### config.mk
export PLATFORM = sky130hd
export DESIGN_NAME = spd_eeprom
export DESIGN_NICKNAME = d
export VERILOG_FILES = /design/src/spd_pkg.sv /design/src/spd_sync.sv /design/src/spd_fifo.sv /design/src/spd_eeprom.sv
export VERILOG_INCLUDE_DIRS = /design/src /design/src/src
export SDC_FILE = /design/constraint.sdc
export NUM_CORES = 2
export LEC_CHECK = 0
export BUFFER_PORTS_ARGS = -buffer_cell sky130_fd_sc_hd__buf_2
export CAP_MARGIN = 20
export CORE_MARGIN = 2
export CORE_UTILIZATION = 49
export CTS_CLUSTER_DIAMETER = 60
export DETAILED_ROUTE_END_ITERATION = 8
export MAX_ROUTING_LAYER = met4
export PLACE_DENSITY = 0.69
export SYNTH_ARGS = -nofsm -noshare
export SYNTH_HDL_FRONTEND = slang
export SYNTH_SLANG_ARGS = --single-unit
### constraint.sdc
create_clock -name mclk -period 126.9 [get_ports mclk]
set_input_delay 6.345 -clock mclk [delete_from_list [all_inputs] [get_ports mclk]]
set_output_delay 6.345 -clock mclk [all_outputs]
set_load 0.03 [all_outputs]
### src/spd_cfg.svh
`ifndef SPD_CFG_SVH
`define SPD_CFG_SVH

// select byte device type codes
`define SPD_MEM_CODE    4'hA
`define SPD_PROT_CODE   4'h6

// erased byte and top of the 256-byte array
`define SPD_ERASED      8'hFF
`define SPD_TOP_ADDR    8'hFF
`define SPD_ADDR_ONE    8'h01
`define SPD_PAGE_ONE    4'h1

// bit positions
`define SPD_RW_BIT      0
`define SPD_HALF_BIT    7
`define SPD_LAST_BIT    3'h7

// write buffer shape
`define SPD_FIFO_WIDTH  16
`define SPD_FIFO_DEPTH  16

`endif

### src/spd_pkg.sv
`default_nettype none
package spd_pkg;

    // serial protocol states
    typedef enum logic [3:0] {
        ST_IDLE,
        ST_DEV,
        ST_DEV_ACK,
        ST_ADDR,
        ST_ADDR_ACK,
        ST_WDATA,
        ST_WDATA_ACK,
        ST_RDATA,
        ST_RACK
    } spd_state_type;

    // one buffered write: location and value
    typedef struct packed {
        logic [7:0] addr;
        logic [7:0] data;
    } spd_wr_type;

endpackage
`default_nettype wire

### src/spd_sync.sv
`timescale 1ns/1ps
`default_nettype none
module spd_sync #(
    parameter int WIDTH = 1
) (
    // clock and reset
    input  wire logic             mclk,
    input  wire logic             reset,
    // asynchronous in, synchronised out
    input  wire logic [WIDTH-1:0] d,
    output logic      [WIDTH-1:0] q
);

    logic [WIDTH-1:0] meta_q;

    // released bus lines idle high
    always_ff @(posedge mclk or posedge reset) begin
        if (reset) begin
            meta_q <= '1;
            q      <= '1;
        end else begin
            meta_q <= d;
            q      <= meta_q;
        end
    end

endmodule
`default_nettype wire

### src/spd_fifo.sv
`timescale 1ns/1ps
`default_nettype none
module spd_fifo #(
    parameter int WIDTH = 16,
    parameter int DEPTH = 16
) (
    // clock and reset
    input  wire logic             mclk,
    input  wire logic             reset,
    // filling side
    input  wire logic             in_valid,
    output logic                  in_ready,
    input  wire logic [WIDTH-1:0] in_data,
    // draining side
    output logic                  out_valid,
    input  wire logic             out_ready,
    output logic      [WIDTH-1:0] out_data
);

    localparam int AW = $clog2(DEPTH);

    logic [WIDTH-1:0] store_q [DEPTH];
    logic [AW:0]      wr_ptr_q;
    logic [AW:0]      rd_ptr_q;
    logic             full;
    logic             empty;

    assign empty     = (wr_ptr_q == rd_ptr_q);
    assign full      = (wr_ptr_q[AW] != rd_ptr_q[AW]) && (wr_ptr_q[AW-1:0] == rd_ptr_q[AW-1:0]);
    assign in_ready  = ~full;
    assign out_valid = ~empty;
    assign out_data  = store_q[rd_ptr_q[AW-1:0]];

    always_ff @(posedge mclk) begin
        if (in_valid && !full) begin
            store_q[wr_ptr_q[AW-1:0]] <= in_data;
        end
    end

    always_ff @(posedge mclk or posedge reset) begin
        if (reset) begin
            wr_ptr_q <= '0;
        end else if (in_valid && !full) begin
            wr_ptr_q <= wr_ptr_q + 1'b1;
        end
    end

    always_ff @(posedge mclk or posedge reset) begin
        if (reset) begin
            rd_ptr_q <= '0;
        end else if (out_ready && !empty) begin
            rd_ptr_q <= rd_ptr_q + 1'b1;
        end
    end

endmodule
`default_nettype wire

### src/spd_eeprom.sv
// Summary of operation
// sequential read continues after a current or random address read
// master ack plus more clocks makes device send the next byte
// master ends a read with no-ack on last byte, then stop
// address counter advances by one after every byte sent; the code leaves it unchanged for protection select reads
// counter wraps from the top location back to zero
// released data line in ninth bit of a read sends device to standby
// master locks with protection select write plus address and data bytes
// address and data bytes of the lock command change no stored byte
// after locking, lower 128 bytes refuse writes; protection code unanswered
// the lock can never be cleared by any command
// delivery state: whole array readable and writable, no lock
// delivery state: every byte reads all ones
// master should load and check lower half before locking
// write control input is best held low for full access
// chip enable pins give slot number; device answers only on match
// data and clock lines are open drain: pull low or release
// eighth select bit: one means read, zero means write
// protection select chip enable bits must match the pins
// read address counter is eight bits, wrapping naturally
`timescale 1ns/1ps
`default_nettype none
`include "spd_cfg.svh"
module spd_eeprom (
    // clock and reset
    input  wire logic mclk,
    input  wire logic reset,
    // two-wire bus
    input  wire logic scl_in,
    output logic      scl_out,
    output logic      scl_oe,
    input  wire logic sda_in,
    output logic      sda_out,
    output logic      sda_oe,
    // straps
    input  wire logic chip_enable_bit0,
    input  wire logic chip_enable_bit1,
    input  wire logic chip_enable_bit2,
    input  wire logic write_control_input_n,
    // status
    output logic      lower_half_locked,
    output logic      write_busy
);
    import spd_pkg::*;

    // ****************************************
    // pin synchronisation
    // ****************************************

    logic [5:0]    raw_pins;
    logic [5:0]    sync_pins;
    logic          scl_s;
    logic          sda_s;
    logic [2:0]    ce_s;
    logic          wctl_n_s;

    assign raw_pins = {write_control_input_n, chip_enable_bit2, chip_enable_bit1,
                       chip_enable_bit0, sda_in, scl_in};

    spd_sync #(
        .WIDTH (6)
    ) u_sync (
        .mclk  (mclk),
        .reset (reset),
        .d     (raw_pins),
        .q     (sync_pins)
    );

    assign scl_s    = sync_pins[0];
    assign sda_s    = sync_pins[1];
    assign ce_s     = sync_pins[4:2];
    assign wctl_n_s = sync_pins[5];

    // ****************************************
    // bus events
    // ****************************************

    logic          scl_prev_q;
    logic          sda_prev_q;
    logic          scl_rise;
    logic          scl_fall;
    logic          start_det;
    logic          stop_det;

    always_ff @(posedge mclk or posedge reset) begin
        if (reset) begin
            scl_prev_q <= 1'b1;
            sda_prev_q <= 1'b1;
        end else begin
            scl_prev_q <= scl_s;
            sda_prev_q <= sda_s;
        end
    end

    assign scl_rise  = scl_s & ~scl_prev_q;
    assign scl_fall  = ~scl_s & scl_prev_q;
    assign start_det = scl_s & scl_prev_q & sda_prev_q & ~sda_s;
    assign stop_det  = scl_s & scl_prev_q & ~sda_prev_q & sda_s;

    // ****************************************
    // state and decode
    // ****************************************

    spd_state_type state_q;
    logic [2:0]    cnt_q;
    logic [7:0]    shift_q;
    logic          full_q;
    logic          rw_q;
    logic          prot_q;
    logic          ack_seen_q;
    logic          sda_drv_q;
    logic [7:0]    addr_q;
    logic          sw_prot_q;
    logic          got_prot_q;
    logic          wrote_q;
    logic          commit_q;
    logic [7:0]    mem_q [256];

    logic          rx_state;
    logic          byte_done;
    logic          hit_mem;
    logic          hit_prot;
    logic          dev_ack;
    logic          wr_ok;
    logic          data_ack;
    logic          push;
    logic          load_rd;
    logic [7:0]    rd_byte;
    logic          fifo_in_ready;
    logic          fifo_out_valid;
    logic          drain;
    spd_wr_type    fifo_in;
    spd_wr_type    fifo_out;

    // type code and slot number both match
    function automatic logic select_match(input logic [7:0] sel,
                                          input logic [3:0] code,
                                          input logic [2:0] ce);
        select_match = (sel[7:4] == code) && (sel[3:1] == ce);
    endfunction

    assign rx_state  = (state_q == ST_DEV) || (state_q == ST_ADDR) || (state_q == ST_WDATA);
    assign byte_done = rx_state & scl_fall & full_q;
    assign hit_mem   = select_match(shift_q, `SPD_MEM_CODE, ce_s);
    assign hit_prot  = select_match(shift_q, `SPD_PROT_CODE, ce_s) & ~sw_prot_q;
    assign dev_ack   = (hit_mem | hit_prot) & ~commit_q;
    // write control high locks the whole array
    assign wr_ok     = ~wctl_n_s & ~(sw_prot_q & ~addr_q[`SPD_HALF_BIT]) & fifo_in_ready;
    assign data_ack  = prot_q ? ~wctl_n_s : wr_ok;
    assign push      = byte_done & (state_q == ST_WDATA) & ~prot_q & wr_ok;
    assign load_rd   = scl_fall & (((state_q == ST_DEV_ACK) & rw_q) |
                                   ((state_q == ST_RACK) & ack_seen_q));
    assign rd_byte   = prot_q ? `SPD_ERASED : mem_q[addr_q];

    // ****************************************
    // bit engine
    // ****************************************

    always_ff @(posedge mclk or posedge reset) begin
        if (reset) begin
            cnt_q   <= 3'h0;
            shift_q <= 8'h00;
            full_q  <= 1'b0;
        end else if (start_det || (state_q == ST_IDLE)) begin
            cnt_q  <= 3'h0;
            full_q <= 1'b0;
        end else if (load_rd) begin
            shift_q <= rd_byte;
            cnt_q   <= 3'h0;
        end else if ((state_q == ST_RDATA) && scl_fall && (cnt_q != `SPD_LAST_BIT)) begin
            shift_q <= {shift_q[6:0], 1'b0};
            cnt_q   <= cnt_q + 3'h1;
        end else if (rx_state && scl_rise) begin
            shift_q <= {shift_q[6:0], sda_s};
            cnt_q   <= cnt_q + 3'h1;
            full_q  <= (cnt_q == `SPD_LAST_BIT);
        end else if (byte_done) begin
            full_q <= 1'b0;
        end
    end

    // ****************************************
    // protocol state machine
    // ****************************************

    always_ff @(posedge mclk or posedge reset) begin
        if (reset) begin
            state_q    <= ST_IDLE;
            rw_q       <= 1'b0;
            prot_q     <= 1'b0;
            ack_seen_q <= 1'b0;
        end else if (stop_det) begin
            state_q <= ST_IDLE;
        end else if (start_det) begin
            state_q <= ST_DEV;
        end else begin
            case (state_q)
                ST_DEV: begin
                    if (byte_done) begin
                        if (dev_ack) begin
                            state_q <= ST_DEV_ACK;
                            rw_q    <= shift_q[`SPD_RW_BIT];
                            prot_q  <= hit_prot;
                        end else begin
                            state_q <= ST_IDLE;
                        end
                    end
                end
                ST_DEV_ACK: begin
                    if (scl_fall) begin
                        state_q <= rw_q ? ST_RDATA : ST_ADDR;
                    end
                end
                ST_ADDR: begin
                    if (byte_done) begin
                        state_q <= ST_ADDR_ACK;
                    end
                end
                ST_ADDR_ACK: begin
                    if (scl_fall) begin
                        state_q <= ST_WDATA;
                    end
                end
                ST_WDATA: begin
                    if (byte_done) begin
                        state_q <= ST_WDATA_ACK;
                    end
                end
                ST_WDATA_ACK: begin
                    if (scl_fall) begin
                        state_q <= ST_WDATA;
                    end
                end
                ST_RDATA: begin
                    if (scl_fall && (cnt_q == `SPD_LAST_BIT)) begin
                        state_q    <= ST_RACK;
                        ack_seen_q <= 1'b0;
                    end
                end
                ST_RACK: begin
                    if (scl_rise) begin
                        if (sda_s) begin
                            state_q <= ST_IDLE;
                        end else begin
                            ack_seen_q <= 1'b1;
                        end
                    end else if (load_rd) begin
                        state_q <= ST_RDATA;
                    end
                end
                ST_IDLE: begin
                    state_q <= ST_IDLE;
                end
                default: begin
                    state_q <= ST_IDLE;
                end
            endcase
        end
    end

    // ****************************************
    // data line drive
    // ****************************************

    always_ff @(posedge mclk or posedge reset) begin
        if (reset) begin
            sda_drv_q <= 1'b0;
        end else if (start_det || stop_det) begin
            sda_drv_q <= 1'b0;
        end else if (byte_done) begin
            if (state_q == ST_DEV) begin
                sda_drv_q <= dev_ack;
            end else if (state_q == ST_ADDR) begin
                sda_drv_q <= 1'b1;
            end else begin
                sda_drv_q <= data_ack;
            end
        end else if (load_rd) begin
            sda_drv_q <= ~rd_byte[7];
        end else if ((state_q == ST_RDATA) && scl_fall) begin
            sda_drv_q <= (cnt_q == `SPD_LAST_BIT) ? 1'b0 : ~shift_q[6];
        end else if (scl_fall) begin
            sda_drv_q <= 1'b0;
        end
    end

    // ****************************************
    // address counter
    // ****************************************

    always_ff @(posedge mclk or posedge reset) begin
        if (reset) begin
            addr_q <= 8'h00;
        end else if (byte_done && (state_q == ST_ADDR) && !prot_q) begin
            addr_q <= shift_q;
        end else if (load_rd && !prot_q) begin
            addr_q <= addr_q + `SPD_ADDR_ONE;
        end else if (push) begin
            addr_q <= {addr_q[7:4], addr_q[3:0] + `SPD_PAGE_ONE};
        end
    end

    // ****************************************
    // software lock
    // ****************************************

    always_ff @(posedge mclk or posedge reset) begin
        if (reset) begin
            got_prot_q <= 1'b0;
        end else if (byte_done && (state_q == ST_WDATA) && prot_q && data_ack) begin
            got_prot_q <= 1'b1;
        end else if (start_det || stop_det) begin
            got_prot_q <= 1'b0;
        end
    end

    always_ff @(posedge mclk or posedge reset) begin
        if (reset) begin
            sw_prot_q <= 1'b0;
        end else if (stop_det && got_prot_q) begin
            sw_prot_q <= 1'b1;
        end
    end

    // ****************************************
    // write buffer and commit
    // ****************************************

    assign fifo_in.addr = addr_q;
    assign fifo_in.data = shift_q;
    assign drain        = commit_q & fifo_out_valid;

    spd_fifo #(
        .WIDTH (`SPD_FIFO_WIDTH),
        .DEPTH (`SPD_FIFO_DEPTH)
    ) u_fifo (
        .mclk      (mclk),
        .reset     (reset),
        .in_valid  (push),
        .in_ready  (fifo_in_ready),
        .in_data   (fifo_in),
        .out_valid (fifo_out_valid),
        .out_ready (commit_q),
        .out_data  (fifo_out)
    );

    always_ff @(posedge mclk or posedge reset) begin
        if (reset) begin
            wrote_q <= 1'b0;
        end else if (push) begin
            wrote_q <= 1'b1;
        end else if (stop_det) begin
            wrote_q <= 1'b0;
        end
    end

    always_ff @(posedge mclk or posedge reset) begin
        if (reset) begin
            commit_q <= 1'b0;
        end else if (stop_det && wrote_q) begin
            commit_q <= 1'b1;
        end else if (!fifo_out_valid) begin
            commit_q <= 1'b0;
        end
    end

    always_ff @(posedge mclk or posedge reset) begin
        if (reset) begin
            for (int i = 0; i < 256; i++) begin
                mem_q[i] <= `SPD_ERASED;
            end
        end else if (drain) begin
            mem_q[fifo_out.addr] <= fifo_out.data;
        end
    end

    // ****************************************
    // outputs
    // ****************************************

    assign sda_out           = 1'b0;
    assign sda_oe            = sda_drv_q;
    assign scl_out           = 1'b0;
    assign scl_oe            = 1'b0;
    assign lower_half_locked = sw_prot_q;
    assign write_busy        = commit_q;
endmodule
`default_nettype wire

### Word-level counts from Yosys, hierarchy flattened

Memories as Yosys holds them, arrays and structs flattened.
Index checks and enable logic that the tools add are counted.
Widths: inputs -> output; s select.

* $add $sub $neg: 5
* $lt $le $gt $ge: 3
* equality and inequality tests: 29
* mux-type cells: 57
* bitwise operators: 42
* reductions and logical operators: 42

Operators with widths (number)
* $bwmux 2048: 1
* $mux 8: 9
* $bmux 8 s8: 1
* $demux 8 s8: 1
* $mux 4: 12
* $pmux 4 s7: 1
* $mux 1: 25
* $and 1x1->1: 21
* $eq 4x3->1 const B: 5
* $ne 4x4->1 const B: 5
* $ge 9x9->1 const B: 2
* $logic_and 1x1->1: 18
* $not 8->9: 2
* $not 1->1: 17
* $mux 3: 5
* $add 5x1->5 const B: 2
* $reduce_bool 2->1: 5
* $lt 9x1->1 const B: 1
* $reduce_bool 3->1: 3
* $add 8x1->8 const B: 1
* $eq 4x2->1 const B: 2
* $eq 4x4->1 const B: 2
* $ne 2x2->1 const B: 4
* $reduce_and 8->1: 1
* other kinds (26): 32

* register bits after elaboration: 2104
* RAM bits: 256
* bits of input ports: 8
* output and inout bits: 6
* logic and storage cells: 455
* memories kept: 1

Memories
* u_fifo.store_q: depth 16, bits a word 16, rd ports 1, clocked after memory_dff 0, wr ports 1, line spd_fifo.sv:22 `logic [WIDTH-1:0] store_q [DEPTH];`

### Logic depth before layout (Yosys ltp)

* depth after elaboration: 11
* depth in mapped cells: 13

### Cells and area by module

From an unflattened synthesis, not the netlist that was laid out.

* cell total of the unflattened synthesis: 6959
* area, all modules: 109406.2 um^2

Modules (own cells, without submodules)
* spd_eeprom: times used 1, cells each 6409, area an instance 98359.3 um^2, seq. area each 54664.9 um^2
* spd_fifo: times used 1, cells each 537, area an instance 10727.8 um^2, seq. area each 7937.6 um^2
* spd_sync: times used 1, cells each 13, area an instance 319.1 um^2, seq. area each 315.3 um^2

### Worst setup path after synthesis

Ideal clock, no wire load.

* kind: register -> output
* start point: register sw_prot_q, in the netlist lower_half_locked
* end point: output lower_half_locked
* arrival: 0.511 ns
* data required time: 120.555 ns
* setup slack: 120.044 ns
* cell stages (with the launch flop): 1
* cell sequence: dfrtp_1

RTL lines
* start, declared: line spd_eeprom.sv:113 `logic sw_prot_q;`
* start signal, assigned: line spd_eeprom.sv:319 `sw_prot_q <= 1'b0;`
* start signal, assigned: line spd_eeprom.sv:321 `sw_prot_q <= 1'b1;`
* end, declared: line spd_eeprom.sv:41 `output logic lower_half_locked,`

No word-level cell between the ends.

==> impl_metrics.yaml <==
clocking:
  buffer_levels_on_the_longest_clock_path: 3
  holdBufCountCts: 0
  clk_latency_worst_skew_pair_ns: 0.93
  clock_tree_from_tritoncts: "done"
  clock_transition_at_the_registers_of_the_reported_paths_ns: 0.06
  cts_resized: 0
  ctsRootBufferMaster: "sky130_fd_sc_hd__clkbuf_16"
  numCtsBuffers: 240
  cts.htree.levels: 4
  cts_sinks: 2360
  cts_setup_buffers: 0
detailed_routing:
  firstDrtPassIters: 6
  routed_wire_length_per_instance_um: 30.6
  route.detailed.drc: 0
  final_antenna_net_count: 0
  via_count: 60900
  totalWireLength_um: 297000
  via_count_normalized_by_instance_count: 6.27
  dr.first_iter.drc_count: 4965
synthesis:
  synth.yosys.seq_area_share_pct: 57.9
  synthDominantAreaCellType: "sky130_fd_sc_hd__dfstp_2"
  ys_seq_elements: 2360
  yosys.cell_count.top_type: "sky130_fd_sc_hd__dfstp_2"
  asyncSetResetFlopFracSynth_pct: 89.2
  syn-mean-instance-area_um2: 16.4
  synth.cell_area_mm2: 0.109
  ys_types: 79
  synth_area_leaders: "sky130_fd_sc_hd__dfstp_2 50%, sky130_fd_sc_hd__mux2_2 21%, sky130_fd_sc_hd__mux4_2 12%"
  synth_enable_flop_cells: 256
  ys_warn_count: 0
  synthesis.instances: 6628
  synth-main-ff-cell: "sky130_fd_sc_hd__dfstp_2"
  post-synth-top-area-fraction_pct: 49.8
  post_synth_most_frequent_cells: "2062 x sky130_fd_sc_hd__dfstp_2, 2049 x sky130_fd_sc_hd__mux2_2, 596 x sky130_fd_sc_hd__mux4_2"
sta:
  min_period_ns: 10.84
  timing_max_transition_violations_final: 0
  post-route-period-util_pct: 8.55
  max-slew-margin-rel_pct: 8.14
  worst_clock_skew_ns: 0.0813
  final_hold_viol_count: 0
  setup_repair_after_global_routing_missed_its_margin: "false"
  timing_limited_maximum_frequency_mhz: 92.2
  setup_violations: 0
  tightest_slew_ns: 1.38
  totalNegativeSetupSlack_ns: 0
floorplanning:
  fp.coreArea_mm2: 0.220
  die_area_mm2: 0.226
  die_w_um: 475
  row_count: 172
  start_util_pct: 49.4
  chip_height_um: 475
  num_io_pins: 14
setup_path:
  critical-path-max-stage-delay_ns: 0.87
  path_cells: "buf_2 > inv_8 > buf_4 > buf_4 > buf_4 > buf_4 > buf_4 > buf_4"
  regToRegSetupSlack_ns: 120.15
  crit_path_category: "in2async"
  timing.critical_path.arrival_ns: 11.81
  crit_top_cell: "sky130_fd_sc_hd__buf_4"
  worstReg2RegStart: "addr_q[0]$_DFFE_PP0P_"
  r2r.worst_path.cells: 11
  crit_family: "buffers and inverters"
  wp_data_required_ns: 127.87
  timing.critical_path.from_type: "input pin"
  worstReg2RegEnd: "shift_q[7]$_DFFE_PP0P_"
  critical_path.n_buffers_inverters: 8
  crit_slowest_cell: "sky130_fd_sc_hd__buf_4"
  end_kind: "async pin"
  timing.critical_path.fanout_max: 112
power:
  powerDensity_mw_per_mm2: 12.6
  report.power.total_mw: 1.52
  static-leakage-power_nw: 45.7
  vdd_ir_drop_max_v: 0.0000127
placement:
  placed_cell_area_mm2: 0.112
  numPortBuffers: 10
  detailed_placement_wirelength_estimate_um: 182000
  last_weighted_congestion_value_of_the_routability_driven_placer: 0.893
global_routing:
  track_usage_pct: 27.3
  largest_net_degree_at_the_start_of_global_routing: 193
  number_of_antenna_violations_at_the_first_check_in_global_routing: 13
  first_global_vias: 63300
  grt_pass1_wl_um: 441000
  grt_overflow: 0
finish:
  layout.cell_area.non_filler_mm2: 0.120
  fraction_of_final_layout_cells_sized_beyond_drive_strength_1_pct: 80.7
  design.final.nets: 6548
  synthesis_to_layout_area_growth_pct: 10.7
outcome:
  status: "finished, final reports clean"
worst_hold_path:
  worstHoldEndpoint: "u_sync.q[4]$_DFF_PP1_"
  min_delay_path_depth: 0
  holdCritStartpoint: "u_sync.meta_q[4]$_DFF_PP1_"
  worstHoldPathType: "reg2reg"
job:
  timing.max_cap.violations: 0
[worst reg2reg max path, cell delays in order (launching register included)]
cell and delay, ns:
sky130_fd_sc_hd__dfrtp_4 0.78, sky130_fd_sc_hd__buf_4 0.75, sky130_fd_sc_hd__buf_4 0.77, sky130_fd_sc_hd__buf_4 0.64
sky130_fd_sc_hd__buf_4 0.82, sky130_fd_sc_hd__mux4_2 0.64, sky130_fd_sc_hd__a221oi_1 0.46, sky130_fd_sc_hd__and3_1 0.28
sky130_fd_sc_hd__a41o_1 0.28, sky130_fd_sc_hd__a22oi_1 0.20, sky130_fd_sc_hd__a311oi_1 0.79, sky130_fd_sc_hd__o31ai_1 0.19
[layout make-up]
class	instances	area (um^2)
inverters	16	71.3
multi-input cells	3738	43900
fillers	17100	99800
clock buffers	374	7170
well taps	2958	3700
flip-flops and latches	2360	62900
clock inverters	78	1130
repair buffers	176	1440
diodes	4	10.0
[state kept, by name, indices dropped and copies added, names as in the netlist, 3 cells and up]
register and count:
mem_q 2048, u_fifo.store_q 256, addr_q 8, shift_q 8
u_sync.meta_q 6, u_sync.q 6, u_fifo.rd_ptr_q 5, u_fifo.wr_ptr_q 5
state_q 4, cnt_q 3
[placed cells by master, fill, tap and decap left out, types with 8 or more instances in the layout]
master | Yosys | routed
sky130_fd_sc_hd__dfstp_2 | 2062 | 2062
sky130_fd_sc_hd__mux2_2 | 2049 | 2049
sky130_fd_sc_hd__mux4_2 | 596 | 588
sky130_fd_sc_hd__edfxtp_1 | 256 | 256
sky130_fd_sc_hd__clkbuf_16 | 0 | 242
sky130_fd_sc_hd__nand2_1 | 204 | 204
sky130_fd_sc_hd__buf_4 | 9 | 154
sky130_fd_sc_hd__mux2i_1 | 98 | 98
sky130_fd_sc_hd__a22oi_1 | 82 | 82
sky130_fd_sc_hd__nor2_2 | 66 | 76
sky130_fd_sc_hd__nor2_1 | 85 | 74
sky130_fd_sc_hd__clkbuf_1 | 384 | 70
sky130_fd_sc_hd__o21ai_0 | 63 | 62
sky130_fd_sc_hd__clkbuf_8 | 0 | 61
sky130_fd_sc_hd__a21oi_1 | 48 | 48
sky130_fd_sc_hd__a221oi_1 | 39 | 39
sky130_fd_sc_hd__clkinv_2 | 0 | 38
sky130_fd_sc_hd__nand2b_1 | 38 | 35
sky130_fd_sc_hd__dfrtp_1 | 42 | 35
sky130_fd_sc_hd__nand3_1 | 32 | 32
sky130_fd_sc_hd__nor3_2 | 16 | 25
sky130_fd_sc_hd__nor3_1 | 34 | 23
sky130_fd_sc_hd__bufinv_16 | 0 | 19
sky130_fd_sc_hd__xnor2_1 | 18 | 18
sky130_fd_sc_hd__a22o_1 | 17 | 17
sky130_fd_sc_hd__or3_1 | 15 | 13
sky130_fd_sc_hd__nor3_4 | 11 | 13
sky130_fd_sc_hd__and3_1 | 14 | 13
sky130_fd_sc_hd__o22ai_1 | 13 | 13
sky130_fd_sc_hd__buf_2 | 72 | 11
sky130_fd_sc_hd__nand4_1 | 10 | 10
sky130_fd_sc_hd__a31oi_1 | 14 | 10
sky130_fd_sc_hd__inv_1 | 12 | 10
sky130_fd_sc_hd__mux2_4 | 9 | 9
sky130_fd_sc_hd__nor4_1 | 9 | 9
sky130_fd_sc_hd__mux4_4 | 0 | 8
sky130_fd_sc_hd__nor2b_1 | 11 | 8
sky130_fd_sc_hd__o2111ai_1 | 8 | 8
sky130_fd_sc_hd__o211ai_1 | 8 | 8
sky130_fd_sc_hd__ha_1 | 8 | 8
[worst max path at each step]
stage | end | startpoint | cells after the start
after floorplan | ack_seen_q$_DFFE_PP0P_ | reset | 1
after global placement | mem_q[422]$_DFFE_PP1P_ | reset | 8
after detailed placement | mem_q[499]$_DFFE_PP1P_ | reset | 8
after CTS | mem_q[443]$_DFFE_PP1P_ | reset | 8
after global routing | mem_q[438]$_DFFE_PP1P_ | reset | 8
final | mem_q[435]$_DFFE_PP1P_ | reset | 8
[routing by layer]
layer	vias to the layer above	GRT usage (%)	routed length [um]
li1	24900	-	-
met1	33300	37.0	126000
met2	2008	40.6	137000
met3	606	5.15	19700
met4	0	11.3	13400
met5	-	-	0
[where the power goes]
| group | leakage [nW] | total, mW | switching (mW) | internal [mW] |
|---|---|---|---|---|
| Combinational | 17.8 | 0.0169 | 0.0151 | 0.00173 |
| Clock | 4.08 | 0.734 | 0.306 | 0.427 |
| Sequential | 23.9 | 0.771 | 0.00219 | 0.769 |
| Total | 45.7 | 1.52 | 0.323 | 1.20 |
[stage by stage]
stage / util [%] / hold WS [ns] / setup slack, ns / std cells
after floorplan: - / 0.345 / 64.53 / 6630
after detailed placement: 50.8 / 0.353 / 114.95 / 9243
after global placement: 50.8 / 0.350 / 115.17 / 9242
final: 54.7 / 0.356 / 116.06 / 9704
after CTS: 54.6 / 0.356 / 115.88 / 9695
after global routing: 54.7 / 0.360 / 115.34 / 9703
[logic make-up (layout without fill, tap and decap cells)]
family                     Yosys count  in the layout  share of synthesized area [%]
muxes                             2753           2753                           34.6
DFF                               2360           2360                           57.9
and+or+nand+nor                    584            584                           2.84
buffers and inverters              532            644                           2.01
AOI/OAI and AO/OA                  369            369                           2.41
xor gates and xnor gates            21             21                          0.169
adders and majority gates            8              8                         0.0921
other                                1              7                        0.00345
Power figures use the tool's default switching activity.
